**src/swpmc_defs.vh**
```
// Constants for the switch power-mode controller.
// Assumes a 25 MHz MCLK and word-aligned AHB-Lite register access.
//
// Overview of operation
// - Mode field 00 normal, 01 energy detect, 10 soft power-down, 11 reserved.
// - Power-up or hardware reset loads the mode field with normal code.
// - Normal mode runs every clock, powers PHY and MAC, accepts host access.
// - No cable energy beyond go-sleep time moves energy detect to low power.
// - Low power disables everything but the receiver energy detector.
// - Energy seen in low power returns to the normal-power state.
// - Normal-power state of energy detect lets ports send and receive.
// - Low power keeps sending a 120 ns line pulse once per second.
// - Soft power-down stops internal clocks and powers off PHYs and MACs.
// - Host access during soft power-down wakes and resets all registers.
// - Port control register bit 3 powers down that port's PHY.
// - PHY control register 0 bit 11 also powers down that PHY.
// - Low-power idle runs separately per direction at 100 Mb/s.
// - During low-power idle a port's MAC clock is gated off once both directions idle; switch clocks keep running.
// - Idle entry and exit keep link status and never lose frames.
// - MAC stays full duplex but carrier sense defers during idle.
// - Switch logic requests idle, passed to the PHY over the MII.
// - Partner idle flag raised while the link partner signals idle.
// - Request sends assert-idle; after release, normal idle then wake delay.
// - Receive assert-idle keeps idle shown and sets flag; else clears it.
// - Idle requested only when both ends advertise the capability.
`ifndef SWPMC_DEFS_VH
`define SWPMC_DEFS_VH

`define SWPMC_CLK_PERIOD_NS 40
// Register indices; byte address is four times the index
`define SWPMC_IDX_GPMC      8'h0e
`define SWPMC_IDX_SLEEP     8'h0f
`define SWPMC_IDX_PORT1     8'h1d
`define SWPMC_IDX_PORT2     8'h2d
`define SWPMC_IDX_PORT3     8'h3d
`define SWPMC_IDX_PORT4     8'h4d
`define SWPMC_IDX_STATUS    8'h50
`define SWPMC_IDX_EEE       8'h51
`define SWPMC_IDX_PHY0      8'h60
`define SWPMC_IDX_PHY3      8'h63
// Fields
`define SWPMC_MODE_HI       4
`define SWPMC_MODE_LO       3
`define SWPMC_PORT_PD_BIT   3
`define SWPMC_PHY_PD_BIT    11
// Mode codes
`define SWPMC_MODE_NORMAL   2'h0
`define SWPMC_MODE_ED       2'h1
`define SWPMC_MODE_SOFTPD   2'h2
// Reset values
`define SWPMC_GPMC_RST      8'h00
`define SWPMC_SLEEP_RST     8'h50
`define SWPMC_PORT_RST      8'h00
`define SWPMC_PHY_RST       16'h0000
`define SWPMC_EEE_RST       4'h0
// Timing
`define SWPMC_TICK_US       1000
`define SWPMC_BEACON_MS     1000
`define SWPMC_PULSE_NS      120
`define SWPMC_WAKE_NS       30000
// Assert-idle receive encoding on a nibble MII
`define SWPMC_LPI_RXD       4'h1
// AHB
`define SWPMC_HTRANS_NONSEQ 2'h2

`endif

```
**src/swpmc_top.v**
```verilog
// Power-mode controller of a four-port switch: modes, energy detect,
// port power-down and low-power idle signalling, AHB-Lite registers.
// Assumes the MII and switch requests run on MCLK; energy pins are async.
`timescale 1ns/100ps
`include "swpmc_defs.vh"

module swpmc_top #(
  parameter TICK_CYC   = `SWPMC_TICK_US * 1000 / `SWPMC_CLK_PERIOD_NS,
  parameter BEACON_CYC = `SWPMC_BEACON_MS * 1000 / `SWPMC_CLK_PERIOD_NS
                         * 1000
) (
  input  wire        MCLK,          // System clock
  input  wire        RST_N,         // Async reset, active low
  input  wire        HSEL,          // AHB slave select
  input  wire [31:0] HADDR,         // AHB address
  input  wire [1:0]  HTRANS,        // AHB transfer type
  input  wire        HWRITE,        // AHB write
  input  wire [2:0]  HSIZE,         // AHB size, word only
  input  wire [31:0] HWDATA,        // AHB write data
  input  wire        HREADY,        // AHB bus ready
  output reg  [31:0] HRDATA,        // AHB read data
  output reg         HREADYOUT,     // AHB slave ready
  output reg         HRESP,         // AHB response, always OKAY
  input  wire [3:0]  ENERGY_DET,    // Cable energy per port, async
  input  wire [3:0]  LPI_REQ,       // Switch idle request per port
  input  wire [3:0]  LP_EEE_ABLE,   // Partner advertised idle ability
  input  wire [3:0]  RX_DV,         // PHY receive valid per port
  input  wire [3:0]  RX_ER,         // PHY receive error per port
  input  wire [15:0] RXD,           // PHY receive nibbles per port
  output reg  [3:0]  TX_LPI,        // Assert-idle encoding on transmit
  output reg  [3:0]  TX_DEFER,      // Carrier sense defer to MAC
  output reg  [3:0]  RX_DV_MAC,     // Receive valid mapped to MAC
  output reg  [3:0]  RX_ER_MAC,     // Receive error mapped to MAC
  output reg  [3:0]  PARTNER_IDLE_FLAG, // Partner signalling idle
  output reg  [3:0]  PHY_PWR_DN,    // PHY power-down per port
  output reg  [3:0]  MAC_CLK_EN,    // MAC clock enable per port
  output reg         MAC_PWR_DN,    // All MACs powered off
  output reg         CORE_CLK_EN,   // Internal clocks running
  output reg         ED_LOW_POWER,  // Energy-detect low-power state
  output reg         LINE_PULSE     // Energy-detect line beacon
);

  localparam PULSE_CYC = (`SWPMC_PULSE_NS + `SWPMC_CLK_PERIOD_NS - 1)
                         / `SWPMC_CLK_PERIOD_NS;
  localparam WAKE_CYC  = (`SWPMC_WAKE_NS + `SWPMC_CLK_PERIOD_NS - 1)
                         / `SWPMC_CLK_PERIOD_NS;
  localparam ED_NORMAL = 1'b0;
  localparam ED_LOW    = 1'b1;

  // ****************************************************************
  // Registers and bus slave
  // ****************************************************************
  reg  [7:0]  gpmc_q;
  reg  [7:0]  sleep_q;
  reg  [7:0]  port_q [0:3];
  reg  [15:0] phy_q  [0:3];
  reg  [3:0]  eee_adv_q;
  reg         wr_pend_q;
  reg  [7:0]  wr_idx_q;
  reg         ed_state_q;
  reg  [3:0]  energy_q;

  wire [1:0]  mode     = gpmc_q[`SWPMC_MODE_HI:`SWPMC_MODE_LO];
  wire        soft_pd  = (mode == `SWPMC_MODE_SOFTPD);
  wire        ed_mode  = (mode == `SWPMC_MODE_ED);
  // Reserved code falls through as normal
  wire        acc      = HSEL & HREADY & HTRANS[1];
  wire        wake     = acc & soft_pd;
  wire [7:0]  acc_idx  = HADDR[9:2];
  wire        ed_low   = ed_mode & (ed_state_q == ED_LOW);

  reg  [31:0] rd_d;
  always @* begin
    rd_d = 32'h0000_0000;
    case (acc_idx)
      `SWPMC_IDX_GPMC:   rd_d[7:0] = gpmc_q;
      `SWPMC_IDX_SLEEP:  rd_d[7:0] = sleep_q;
      `SWPMC_IDX_PORT1:  rd_d[7:0] = port_q[0];
      `SWPMC_IDX_PORT2:  rd_d[7:0] = port_q[1];
      `SWPMC_IDX_PORT3:  rd_d[7:0] = port_q[2];
      `SWPMC_IDX_PORT4:  rd_d[7:0] = port_q[3];
      `SWPMC_IDX_EEE:    rd_d[3:0] = eee_adv_q;
      `SWPMC_IDX_STATUS: rd_d[15:0] = {PARTNER_IDLE_FLAG, PHY_PWR_DN,
                                       energy_q, ed_low, 1'b0, mode};
      default: begin
        if (acc_idx >= `SWPMC_IDX_PHY0 && acc_idx <= `SWPMC_IDX_PHY3)
          rd_d[15:0] = phy_q[acc_idx[1:0]];
      end
    endcase
  end

  always @(posedge MCLK or negedge RST_N) begin
    if (!RST_N) begin
      HRDATA    <= 32'h0000_0000;
      HREADYOUT <= 1'b0;
      HRESP     <= 1'b0;
      wr_pend_q <= 1'b0;
      wr_idx_q  <= 8'h00;
    end else begin
      HREADYOUT <= 1'b1;
      HRESP     <= 1'b0;
      // Waking access completes but is otherwise discarded
      wr_pend_q <= acc & HWRITE & ~soft_pd;
      wr_idx_q  <= acc_idx;
      if (acc && !HWRITE)
        HRDATA <= soft_pd ? 32'h0000_0000 : rd_d;
    end
  end

  integer i;
  always @(posedge MCLK or negedge RST_N) begin
    if (!RST_N) begin
      gpmc_q    <= `SWPMC_GPMC_RST;
      sleep_q   <= `SWPMC_SLEEP_RST;
      eee_adv_q <= `SWPMC_EEE_RST;
      for (i = 0; i < 4; i = i + 1) begin
        port_q[i] <= `SWPMC_PORT_RST;
        phy_q[i]  <= `SWPMC_PHY_RST;
      end
    end else if (wake) begin
      gpmc_q    <= `SWPMC_GPMC_RST;
      sleep_q   <= `SWPMC_SLEEP_RST;
      eee_adv_q <= `SWPMC_EEE_RST;
      for (i = 0; i < 4; i = i + 1) begin
        port_q[i] <= `SWPMC_PORT_RST;
        phy_q[i]  <= `SWPMC_PHY_RST;
      end
    end else if (wr_pend_q && !soft_pd) begin
      case (wr_idx_q)
        `SWPMC_IDX_GPMC:  gpmc_q    <= HWDATA[7:0];
        `SWPMC_IDX_SLEEP: sleep_q   <= HWDATA[7:0];
        `SWPMC_IDX_PORT1: port_q[0] <= HWDATA[7:0];
        `SWPMC_IDX_PORT2: port_q[1] <= HWDATA[7:0];
        `SWPMC_IDX_PORT3: port_q[2] <= HWDATA[7:0];
        `SWPMC_IDX_PORT4: port_q[3] <= HWDATA[7:0];
        `SWPMC_IDX_EEE:   eee_adv_q <= HWDATA[3:0];
        default: begin
          if (wr_idx_q >= `SWPMC_IDX_PHY0 && wr_idx_q <= `SWPMC_IDX_PHY3)
            phy_q[wr_idx_q[1:0]] <= HWDATA[15:0];
        end
      endcase
    end
  end

  // ****************************************************************
  // Energy input synchronisers
  // ****************************************************************
  reg [3:0] en_s1_q;
  reg [3:0] en_s2_q;
  reg [3:0] en_s3_q;
  always @(posedge MCLK or negedge RST_N) begin
    if (!RST_N) begin
      en_s1_q  <= 4'h0;
      en_s2_q  <= 4'h0;
      en_s3_q  <= 4'h0;
      energy_q <= 4'h0;
    end else begin
      en_s1_q <= ENERGY_DET;
      en_s2_q <= en_s1_q;
      en_s3_q <= en_s2_q;
      // Accept a change once two stages agree
      energy_q <= (en_s2_q & en_s3_q) | (energy_q & (en_s2_q | en_s3_q));
    end
  end

  // ****************************************************************
  // Energy-detect state machine
  // ****************************************************************
  reg [31:0] tick_cnt_q;
  reg [8:0]  quiet_q;
  reg        ed_state_d;
  wire       tick = (tick_cnt_q == TICK_CYC - 1);
  wire       any_energy = |energy_q;

  always @* begin
    ed_state_d = ed_state_q;
    case (ed_state_q)
      ED_NORMAL: begin
        if (quiet_q > {1'b0, sleep_q})
          ed_state_d = ED_LOW;
      end
      ED_LOW: begin
        if (any_energy)
          ed_state_d = ED_NORMAL;
      end
      default: ed_state_d = ED_NORMAL;
    endcase
    if (!ed_mode)
      ed_state_d = ED_NORMAL;
  end

  always @(posedge MCLK or negedge RST_N) begin
    if (!RST_N) begin
      ed_state_q <= ED_NORMAL;
      tick_cnt_q <= 32'h0000_0000;
      quiet_q    <= 9'h000;
    end else begin
      ed_state_q <= ed_state_d;
      tick_cnt_q <= tick ? 32'h0000_0000 : tick_cnt_q + 32'h0000_0001;
      if (!ed_mode || any_energy || ed_state_q == ED_LOW)
        quiet_q <= 9'h000;
      else if (tick && quiet_q != 9'h1ff)
        quiet_q <= quiet_q + 9'h001;
    end
  end

  // ****************************************************************
  // Line beacon in low power
  // ****************************************************************
  reg [31:0] beacon_q;
  always @(posedge MCLK or negedge RST_N) begin
    if (!RST_N) begin
      beacon_q   <= 32'h0000_0000;
      LINE_PULSE <= 1'b0;
    end else if (ed_low) begin
      beacon_q   <= (beacon_q == BEACON_CYC - 1) ? 32'h0000_0000
                                                 : beacon_q + 32'h0000_0001;
      LINE_PULSE <= (beacon_q < PULSE_CYC);
    end else begin
      beacon_q   <= 32'h0000_0000;
      LINE_PULSE <= 1'b0;
    end
  end

  // ****************************************************************
  // Global power outputs
  // ****************************************************************
  always @(posedge MCLK or negedge RST_N) begin
    if (!RST_N) begin
      CORE_CLK_EN  <= 1'b1;
      MAC_PWR_DN   <= 1'b0;
      ED_LOW_POWER <= 1'b0;
    end else begin
      CORE_CLK_EN  <= ~soft_pd & ~ed_low;
      MAC_PWR_DN   <= soft_pd | ed_low;
      ED_LOW_POWER <= ed_low;
    end
  end

  // ****************************************************************
  // Per-port power-down and low-power idle
  // ****************************************************************
  genvar p;
  generate
    for (p = 0; p < 4; p = p + 1) begin : g_port
      reg  [9:0] wake_q;
      wire       eee_ok  = eee_adv_q[p] & LP_EEE_ABLE[p];
      wire       req     = LPI_REQ[p] & eee_ok;
      wire       rx_lpi  = ~RX_DV[p] & RX_ER[p] &
                           (RXD[4*p+3:4*p] == `SWPMC_LPI_RXD);
      wire       pd      = port_q[p][`SWPMC_PORT_PD_BIT] |
                           phy_q[p][`SWPMC_PHY_PD_BIT];

      always @(posedge MCLK or negedge RST_N) begin
        if (!RST_N) begin
          wake_q               <= 10'h000;
          TX_LPI[p]            <= 1'b0;
          TX_DEFER[p]          <= 1'b0;
          PARTNER_IDLE_FLAG[p] <= 1'b0;
          RX_DV_MAC[p]         <= 1'b0;
          RX_ER_MAC[p]         <= 1'b0;
          PHY_PWR_DN[p]        <= 1'b0;
          MAC_CLK_EN[p]        <= 1'b1;
        end else begin
          // Transmit direction, independent of receive
          TX_LPI[p] <= req;
          if (req)
            wake_q <= WAKE_CYC[9:0];
          else if (wake_q != 10'h000)
            wake_q <= wake_q - 10'h001;
          TX_DEFER[p] <= req | (wake_q > 10'h001);
          // Receive direction
          PARTNER_IDLE_FLAG[p] <= rx_lpi & eee_ok;
          RX_DV_MAC[p] <= RX_DV[p];
          RX_ER_MAC[p] <= RX_ER[p] & ~rx_lpi;
          PHY_PWR_DN[p] <= pd | soft_pd | ed_low;
          MAC_CLK_EN[p] <= ~pd & ~soft_pd & ~ed_low &
                           ~(req & rx_lpi & eee_ok);
        end
      end
    end
  endgenerate

endmodule

```
**config.mk**
```make
export PLATFORM = sky130hd
export DESIGN_NAME = swpmc_top
export DESIGN_NICKNAME = d
export VERILOG_FILES = /design/src/swpmc_top.v
export VERILOG_INCLUDE_DIRS = /design/src
export SDC_FILE = /design/constraint.sdc
export NUM_CORES = 1
export LEC_CHECK = 0
export ABC_AREA = 1
export BUFFER_PORTS_ARGS = -buffer_cell sky130_fd_sc_hd__buf_2
export CELL_PAD_IN_SITES_DETAIL_PLACEMENT = 0
export CELL_PAD_IN_SITES_GLOBAL_PLACEMENT = 1
export CORE_ASPECT_RATIO = 0.7
export CORE_UTILIZATION = 45
export DETAILED_ROUTE_END_ITERATION = 8
export MAX_ROUTING_LAYER = met4
export PLACE_DENSITY_LB_ADDON = 0.08
export SYNTH_ARGS = -nofsm -noshare
export SYNTH_HDL_FRONTEND = slang
export SYNTH_SLANG_ARGS = --single-unit
```
**constraint.sdc**
```tcl
create_clock -name MCLK -period 3.08 [get_ports MCLK]
set_input_delay 0.154 -clock MCLK [delete_from_list [all_inputs] [get_ports MCLK]]
set_output_delay 0.154 -clock MCLK [all_outputs]
set_load 0.01 [all_outputs]
```
# Word-level counts from Yosys, hierarchy flattened
# Index checks and enable logic that the tools add are counted.
dict set report word_totals {
  regBits 320
  word_cells 285
  inputBits 110
}
dict set report op_classes {
  n_lt_le_gt_ge 13
  muxes 48
  n_addsub 7
  bitwise_logic 93
  eq_ne 25
  reduce_logical 40
}
# op n
set op_table {}
lappend op_table {{$mux 64} 4}
lappend op_table {{$mux 32} 5}
lappend op_table {{$mux 10} 8}
lappend op_table {{$mux 16} 5}
lappend op_table {{$mux 8} 10}
lappend op_table {{$add 32x1->32 const B} 2}
lappend op_table {{$bwmux 64} 1}
lappend op_table {{$pmux 4 s8} 2}
lappend op_table {{$and 1x1->1} 51}
lappend op_table {{$eq 8x7->1 const B} 5}
lappend op_table {{$gt 10x1->1 const B} 4}
lappend op_table {{$reduce_bool 10->1} 4}
lappend op_table {{$sub 10x1->10 const B} 4}
lappend op_table {{$bmux 16 s2} 1}
lappend op_table {{$demux 16 s2} 1}
lappend op_table {{$eq 32x15->1 const B} 1}
lappend op_table {{$eq 32x25->1 const B} 1}
lappend op_table {{$eq 8x4->1 const B} 4}
lappend op_table {{$eq 8x6->1 const B} 4}
lappend op_table {{$lt 32x2->1 const B} 1}
lappend op_table {{$reduce_bool 2->1} 14}
lappend op_table {{$not 1->1} 19}
lappend op_table {{$mux 9} 2}
lappend op_table {{$or 1x1->1} 17}
lappend op_table {{26 further kinds} 56}

# Logic depth before layout (Yosys ltp)
# Gate-level depths: netlist (run 1).
dict set report depth {
  word_depth 10
  mapped_depth 12
}

# Worst setup path before layout (run 1)
# No wires, ideal clock.
dict set report synth_timing {
  kind {flip-flop to flip-flop}
  startpoint {reg quiet_q[0]}
  endpoint {reg quiet_q[5]}
  stages_incl_launch_ff 11
  required_ns 3.015
  arrival_time_ns 1.684
  path_buffers 0
  period_less_slack_ns 1.750
  path_slack_ns 1.330
  cell_sequence {dfrtp_1 -> ha_1 -> nand3_1 -> nor3_1 -> nand2_1 -> nor2_1 -> ha_1 -> clkinv_1 -> nand2_2 -> nand3_1 -> nand2_1}
}
dict set report synth_via {
  elab_chain_len 3
  word_cells_on_any_way 6
  cone_classes {add/sub: 1; eq/ne: 1; mux: 2; reduce/logical: 2}
}
# item line_no
set synth_rtl {}
lappend synth_rtl {{from (decl)} swpmc_top.v:170} ;# reg [8:0] quiet_q;
lappend synth_rtl {{from (signal assigned)} swpmc_top.v:203} ;# quiet_q <= quiet_q + 9'h001;
lappend synth_rtl {{$add 9x1->9 / $ne 9x9->1 (equally long branches)} {swpmc_top.v:203, swpmc_top.v:202}}
lappend synth_rtl {{$mux 9 / $logic_and 1x1->1 (equally long branches)} swpmc_top.v:202} ;# else if (tick && quiet_q != 9'h1ff)
lappend synth_rtl {{$mux 9 / $reduce_bool 2->1 (equally long branches)} -}
# Several ways; a longest one is shown, not always the timed one. The select of a mux whose other input is x is not followed.
# A chain may end at the register's enable or synchronous reset.

# Final worst setup path (run 1)
dict set report layout_timing {
  startpoint {reg quiet_q[1]}
  endpoint {reg quiet_q[7]}
}
# Same word-level chain as after synthesis.

==> results.yml, run 1 <==
run:
  drv_cap: 0
floorplanning:
  die_y_um: 158
  die_width_um: 225
  core-area_mm2: 0.0339
  initial_core_util_pct: 46.2
  num_rows: 56
  dieArea_mm2: 0.0356
  ios: 176
min_path:
  worstHoldPathType: "input pin to flip-flop"
yosys:
  syn_avg_cell_area_um2: 8.27
  syn_inst: 1897
  ys_seq_elements: 304
  netlist_area_mm2: 0.0157
  synth-seq-area-share_pct: 48.6
  postSynth.asyncResetShare_pct: 100
  synth-edff-count: 0
  ys_types: 56
  ys.flop_type: "dfrtp_1"
  yosysWarningCount: 0
clock_tree:
  cts_buffers: 31
  cts_tree: "built"
  cts_root_buf: "clkbuf_16"
  cts_resized: 0
  path_clk_slew_ns: 0.06
  htreeDepth: 1
  clock-sinks: 304
  clk_latency_ns: 0.59
  clockBufferDepth: 3
sta:
  slew_headroom_pct: 37.8
  max_freq_ghz: 0.454
  min_period_ns: 2.20
  worstMarginPinSlew_ns: 0.928
  finalSetupTns_ns: 0
  finalSetupViolations: 0
  rsz0062_at_grt: "false"
  finalCritPeriodShare_pct: 71.4
  drv_slew: 0
  fin_skew_ns: 0.0131
  hold_slack_ns: 0.0392
  hold_viol: 0
layout:
  design_area_mm2: 0.0182
  fillers: 3292
  syn_to_final_growth_pct: 15.8
  seq_area_mm2: 0.00762
  multi_input_area_mm2: 0.00686
  drive_gt1_share_pct: 13.1
  nNetsFinal: 2182
  utilization_pct: 53.6
grt:
  grt_pass1_wl_mm: 68.6
  grt_max_degree: 90
  grt_use_total_pct: 25.3
  grt_pass1_vias: 12400
  antenna_found_initial: 1
  globalRoute.totalOverflow: 0
drt:
  post_drt_wl_per_cell_um: 16.9
  final_antenna_net_count: 0
  routed_wl_mm: 42.9
  post_drt_via_cell_ratio: 5.24
  num_vias: 13288
  drt_iter0_markers: 995
  post-route-drc-count: 0
  firstDrtPassIters: 5
setup_path:
  crit_chain: "ha_1 > nand3_1 > nor3_1 > nand2_1 > nor2_1 > ha_1 > clkinv_1 > nand2_2 > nand3_1 > nand2_1"
  worstSetupPathType: "flip-flop to flip-flop"
  end_kind: "flip-flop"
  critPathBufInv: 1
  critPathMaxFanout: 10
  cp.arrival_ns: 2.72
  slowest_stage: "dfrtp_1"
  critPathMaxStageDelay_ns: 0.40
  critPathTopFamily: "simple AND/OR/NAND/NOR gates"
  start_kind: "flip-flop"
  cp_data_required_time_ns: 3.60
placed_design:
  port_buffers: 114
  gp_congestion: 0.899
  dp_hpwl_mm: 30.2
  detailed_place.area_mm2: 0.0165
status:
  status: "finished clean"
power:
  power_density_mw_per_mm2: 681
  p_total_w: 0.0124
  peakVddDrop_mv: 0.512
  p_leak_nw: 8.67
## worst register-to-register path, cell delays in order, from the launching register on
cell and delay [ns]:
dfrtp_1 0.40, ha_1 0.21, nand3_1 0.14, nor3_1 0.32, nand2_1 0.08, nor2_1 0.10
ha_1 0.15, clkinv_1 0.27, nand2_2 0.29, nand3_1 0.09, nand2_1 0.09
## cell usage in the layout, fill, tap and decap left out, types with 4 or more instances in the layout
master         netlist  layout
a21oi_1             21      21
a22o_1               4       4
a31oi_1              5       5
buf_2               15     113
buf_4               38       9
bufinv_16            0       8
clkbuf_16            0      31
clkinv_2             0       6
clkinvlp_4           0       5
conb_1               2      18
dfrtp_1            297     297
dfstp_2              7       7
dlygate4sd3_1        0      51
ha_1                24      24
inv_1              186     186
inv_2               14      14
maj3_1               4       4
nand2_1            375     375
nand2_2             16      16
nand2_4              4       4
nand3_1            253     253
nand3b_1             4       4
nand4_1             56      56
nand4_4              4       4
nor2_1             221     221
nor2_2              15      15
nor2_4               6       6
nor3_1              48      48
nor4_1              15      15
o21ai_0             33      33
o21ai_1            101     101
o21ai_2              6       6
xnor2_1             10      10
xor2_1              52      52
## path summary, 6_finish.rpt
| path | start | cells past startpoint | slack, ns | end |
|---|---|---|---|---|
| worst max-delay path | quiet_q[1]$_DFFE_PN0P_ | 10 | 0.88 | quiet_q[7]$_DFFE_PN0P_ |
| worst max register to register | quiet_q[1]$_DFFE_PN0P_ | 10 | 0.88 | quiet_q[7]$_DFFE_PN0P_ |
| worst min register to register | en_s1_q[0]$_DFF_PN0_ | 0 | 0.35 | en_s2_q[0]$_DFF_PN0_ |
| worst min-delay path | RXD[12] | 4 | 0.04 | MAC_CLK_EN[3]$_DFF_PN1_ |
| max in group asynchronous | RST_N | 3 | 1.95 | beacon_q[5]$_DFF_PN0_ |
| min in group asynchronous | RST_N | 2 | 0.15 | phy_q[28]$_DFFE_PN0P_ |
## state kept, by name, summed over array words and instances (netlist names), 8 cells and up
signal and count:
tick_cnt_q 32, quiet_q 9, phy_q 64, gpmc_q 8, wr_idx_q 8, HRDATA 16, g_port.wake_q 40, beacon_q 32
port_q 32, sleep_q 8
## synth_stat cells (5+ instances only)
cell      number  share of area, %
o21ai_2        6              0.34
nor2_2        15              0.60
dfrtp_1      297                47
dfstp_2        7               1.2
nor2_1       221               5.3
nand3_1      253               8.1
nand2_2       16              0.64
a21oi_1       21              0.67
buf_4         38               1.8
o21ai_1      101               3.2
inv_2         14              0.34
buf_6          7              0.50
inv_1        186               4.5
clkbuf_1       5              0.12
xnor2_1       10              0.56
nand2_1      375               9.0
nor3_1        48               1.5
nand4_1       56               2.2
nor4_1        15              0.60
buf_2         15              0.48
o21ai_0       33               1.1
xor2_1        52               2.9
buf_1          5              0.12
ha_1          24               1.9
nor2_4         6              0.43
a31oi_1        5              0.20
## per-layer routing
layer / vias up / global-route usage, % / wire length [µm]
met5: - / - / 0
met1: 6378 / 39.4 / 22400
met2: 371 / 34.6 / 17300
met3: 46 / 3.77 / 2630
li1: 6493 / - / -
met4: 0 / 4.08 / 567
## power by group
part | leakage [nW] | total (W) | switching [W] | internal, W
clock network | 0.546 | 0.00425 | 0.00169 | 0.00257
logic | 4.25 | 0.00248 | 0.00152 | 0.000962
registers | 3.87 | 0.00564 | 0.000635 | 0.00501
total | 8.67 | 0.0124 | 0.00384 | 0.00853
## through the flow
stage | instances | setup WS [ns]
floorplan | 1913 | 1.33
global placement | 2428 | 0.822
detailed placement | 2428 | 0.803
CTS | 2536 | 0.878
global route | 2537 | 0.666
finish | 2537 | 0.880
## final cells by class
class                      count  share of cell area (%)
multi-input combinational   1332                    37.8
clock buffer                  36                    4.48
inverter                     203                    4.21
antenna                        1                  0.0138
sequential                   304                    41.9
tap                          464                    3.20
clock inverter                21                    1.79
timing repair buffer         176                    6.60
## cell families (layout without fill, tap and decap cells)
logic type      Yosys count  count (layout)  synth area share (%)
compound gates          187             187                  7.13
flops                   304             304                  48.6
simple gates           1037            1037                  30.6
other cells               2              19                0.0479
xor+xnor                 62              62                  3.46
buf+inv                 277             436                  8.04
fa+ha+maj                28              28                  2.17
## repair_timing
item	in CTS	in global routing
hold endpoints to repair	143	0
hold buffers	51	0
buffers inserted	0	0
Power figures use the tool's default switching activity.
==> run 2: changes to the inputs <==
Settings changed: CORE_UTILIZATION 45 to 40.
Clock period 3.08 ns to 2 ns, I/O delays scaled along.
==> results.yml, run 2 (same netlist as run 1, synthesis figures left out) <==
grt:
  grt_pass1_vias: 12545
  grt_max_degree: 69
  grt_pass1_wl_mm: 71.7
  grt_use_total_pct: 23.6
  antenna_found_initial: 0
  globalRoute.totalOverflow: 0
sta:
  finalSetupTns_ns: 0
  slew_headroom_pct: 56.2
  min_period_ns: 1.88
  fin_skew_ns: 0.0188
  hold_viol: 0
  finalSetupViolations: 0
  rsz0062_at_grt: "true"
  finalCritPeriodShare_pct: 94.0
  worstMarginPinSlew_ns: 0.655
  hold_slack_ns: 0.0148
  drv_slew: 0
  max_freq_ghz: 0.532
layout:
  regMostFlops: "phy_q"
  nNetsFinal: 2229
  final_common_cell: "nand2_1"
  largest_reg_flops: 64
  drive_gt1_share_pct: 15.1
  utilization_pct: 48.2
  final_cell_mix: "nand2_1, dfrtp_1, nand3_1, nor2_1, inv_1"
  biggestRegsByFlops: "phy_q x64, g_port.wake_q x40"
  n_antenna_cell: 0
  syn_to_final_growth_pct: 18.5
setup_path:
  path_common_cell: "nand2_1"
  cp.arrival_ns: 2.29
  ff2ff_setup_slack_ns: 0.12
  slowest_stage: "dlygate4sd3_1"
  endpoint: "HRDATA[6]$_DFFE_PN0P_"
  r2r-start: "wr_idx_q[7]$_DFF_PN0_"
  r2r_end: "phy_q[12]$_DFFE_PN0P_"
  critPathMaxFanout: 13
  cp.depth: 12
  critPathMaxStageDelay_ns: 0.53
  crit_start: "HADDR[7]"
  crit_chain: "dlygate4sd3_1 > buf_2 > inv_2 > nand2_1 > nor2_2 > nand2_1 > nand2_1 > nor2_4 > nand2_2 > nand3_1 > nand3_1 > nand2_1"
  critPathBufInv: 3
  critPathTopFamily: "simple AND/OR/NAND/NOR gates"
  rr_worst_depth: 8
  end_kind: "flip-flop"
  start_kind: "input pin"
  cp_data_required_time_ns: 2.41
  worstSetupPathType: "input pin to flip-flop"
drt:
  final_antenna_net_count: 0
  firstDrtPassIters: 6
  post_drt_via_cell_ratio: 5.02
  post_drt_wl_per_cell_um: 16.8
  routed_wl_mm: 44.6
  num_vias: 13297
  drt_iter0_markers: 1018
  post-route-drc-count: 0
floorplanning:
  dieArea_mm2: 0.0400
  die_y_um: 168
  initial_core_util_pct: 40.7
  num_rows: 60
  die_width_um: 239
  core-area_mm2: 0.0385
  ios: 176
clock_tree:
  htreeDepth: 2
  cts_root_buf: "clkbuf_16"
  clk_latency_ns: 0.52
  clock-sinks: 304
  cts_tree: "built"
  clockBufferDepth: 3
  path_clk_slew_ns: 0.06
  postCtsSetupBuffers: 0
  cts_buffers: 36
power:
  clkPwrFrac_pct: 32.9
  seq_power_share_pct: 46.2
  internal-power_w: 0.0128
  swShare_pct: 31.8
  peakVddDrop_mv: 0.798
  power_density_mw_per_mm2: 1010
  pwr-share-comb_pct: 20.9
  p_sw_w: 0.00598
  p_leak_nw: 8.89
status:
  status: "finished clean"
run:
  drv_cap: 0
min_path:
  worstHoldPathType: "input pin to flip-flop"
  hp-start: "RXD[0]"
placed_design:
  port_buffers: 114
  gp_congestion: 0.897
  dp_hpwl_mm: 32.3
[run 2: changes by cell type in the layout (fill, tap and decap cells not counted), sizes merged]
cell	previous run	this run
bufinv	8	0
inv	202	201
clkinv	9	10
clkinvlp	5	4
dlygate4sd3	51	48
diode	1	0
clkbuf	36	52
buf	125	170
[run 2: per-layer routing]
| layer | global-route usage (%) | routed length [µm] | vias up |
|---|---|---|---|
| li1 | - | - | 6616 |
| met1 | 36.0 | 22800 | 6314 |
| met2 | 32.2 | 18500 | 311 |
| met3 | 4.22 | 2550 | 56 |
| met4 | 5.07 | 765 | 0 |
| met5 | - | 0 | - |
[run 2: worst min-delay path by stage]
stage                                      endpoint  slack [ns]  cells after the start
finish                      MAC_CLK_EN[0]$_DFF_PN1_        0.01                      4
CTS                         MAC_CLK_EN[3]$_DFF_PN1_       0.003                      5
global route        g_port[2].wake_q[3]$_DFFE_PN0P_        0.04                      4
detailed placement            phy_q[13]$_DFFE_PN0P_        0.09                      1
global placement              phy_q[61]$_DFFE_PN0P_        0.09                      1
floorplan                    ED_LOW_POWER$_DFF_PN0_       -0.20                      0
[run 2: through the flow]
stage / power, W / cell area [µm²] / worst slack, ns / instances
floorplan: 0.0112 / 15700 / 0.250 / 1913
global route: 0.0200 / 18600 / -0.0697 / 2648
detailed placement: 0.0127 / 17000 / 0.111 / 2536
finish: 0.0188 / 18600 / 0.120 / 2648
CTS: 0.0190 / 18600 / 0.0984 / 2648
global placement: 0.0126 / 17000 / 0.119 / 2536
[run 2: layout make-up]
type | count | area (µm²)
Clock buffer | 52 | 1020
Inverter | 203 | 764
Timing Repair Buffer | 218 | 1560
Clock inverter | 12 | 70.1
Fill cell | 3765 | 19900
Sequential cell | 304 | 7620
Tap cell | 527 | 659
Multi-Input combinational cell | 1332 | 6890
[run 2: worst reg2reg max path, cell delays in order, from the launching register on]
cell     delay (ns)
dfrtp_1        0.43
inv_2          0.12
nand2_4        0.08
nor2_2         0.14
nand3_2        0.09
nand2_4        0.14
nand4_4        0.44
nand3_1        0.22
o21ai_1        0.09
[run 2: power groups by stage]
stage | registers [W] | clock network, W | logic, W
after floorplan | 0.00857 | 0 | 0.00265
after global placement | 0.00876 | 0 | 0.00379
after detailed placement | 0.00877 | 0 | 0.00389
after CTS | 0.00868 | 0.00637 | 0.00397
after global routing | 0.00888 | 0.00663 | 0.00451
final | 0.00869 | 0.00619 | 0.00393
[run 2: repair_timing]
action / 4_1_cts / 5_1_grt
endpoints found under the hold margin: 229 / 0
hold buffers: 48 / 0
gates resized for setup: 0 / 7
endpoints found under the setup margin: 0 / 55
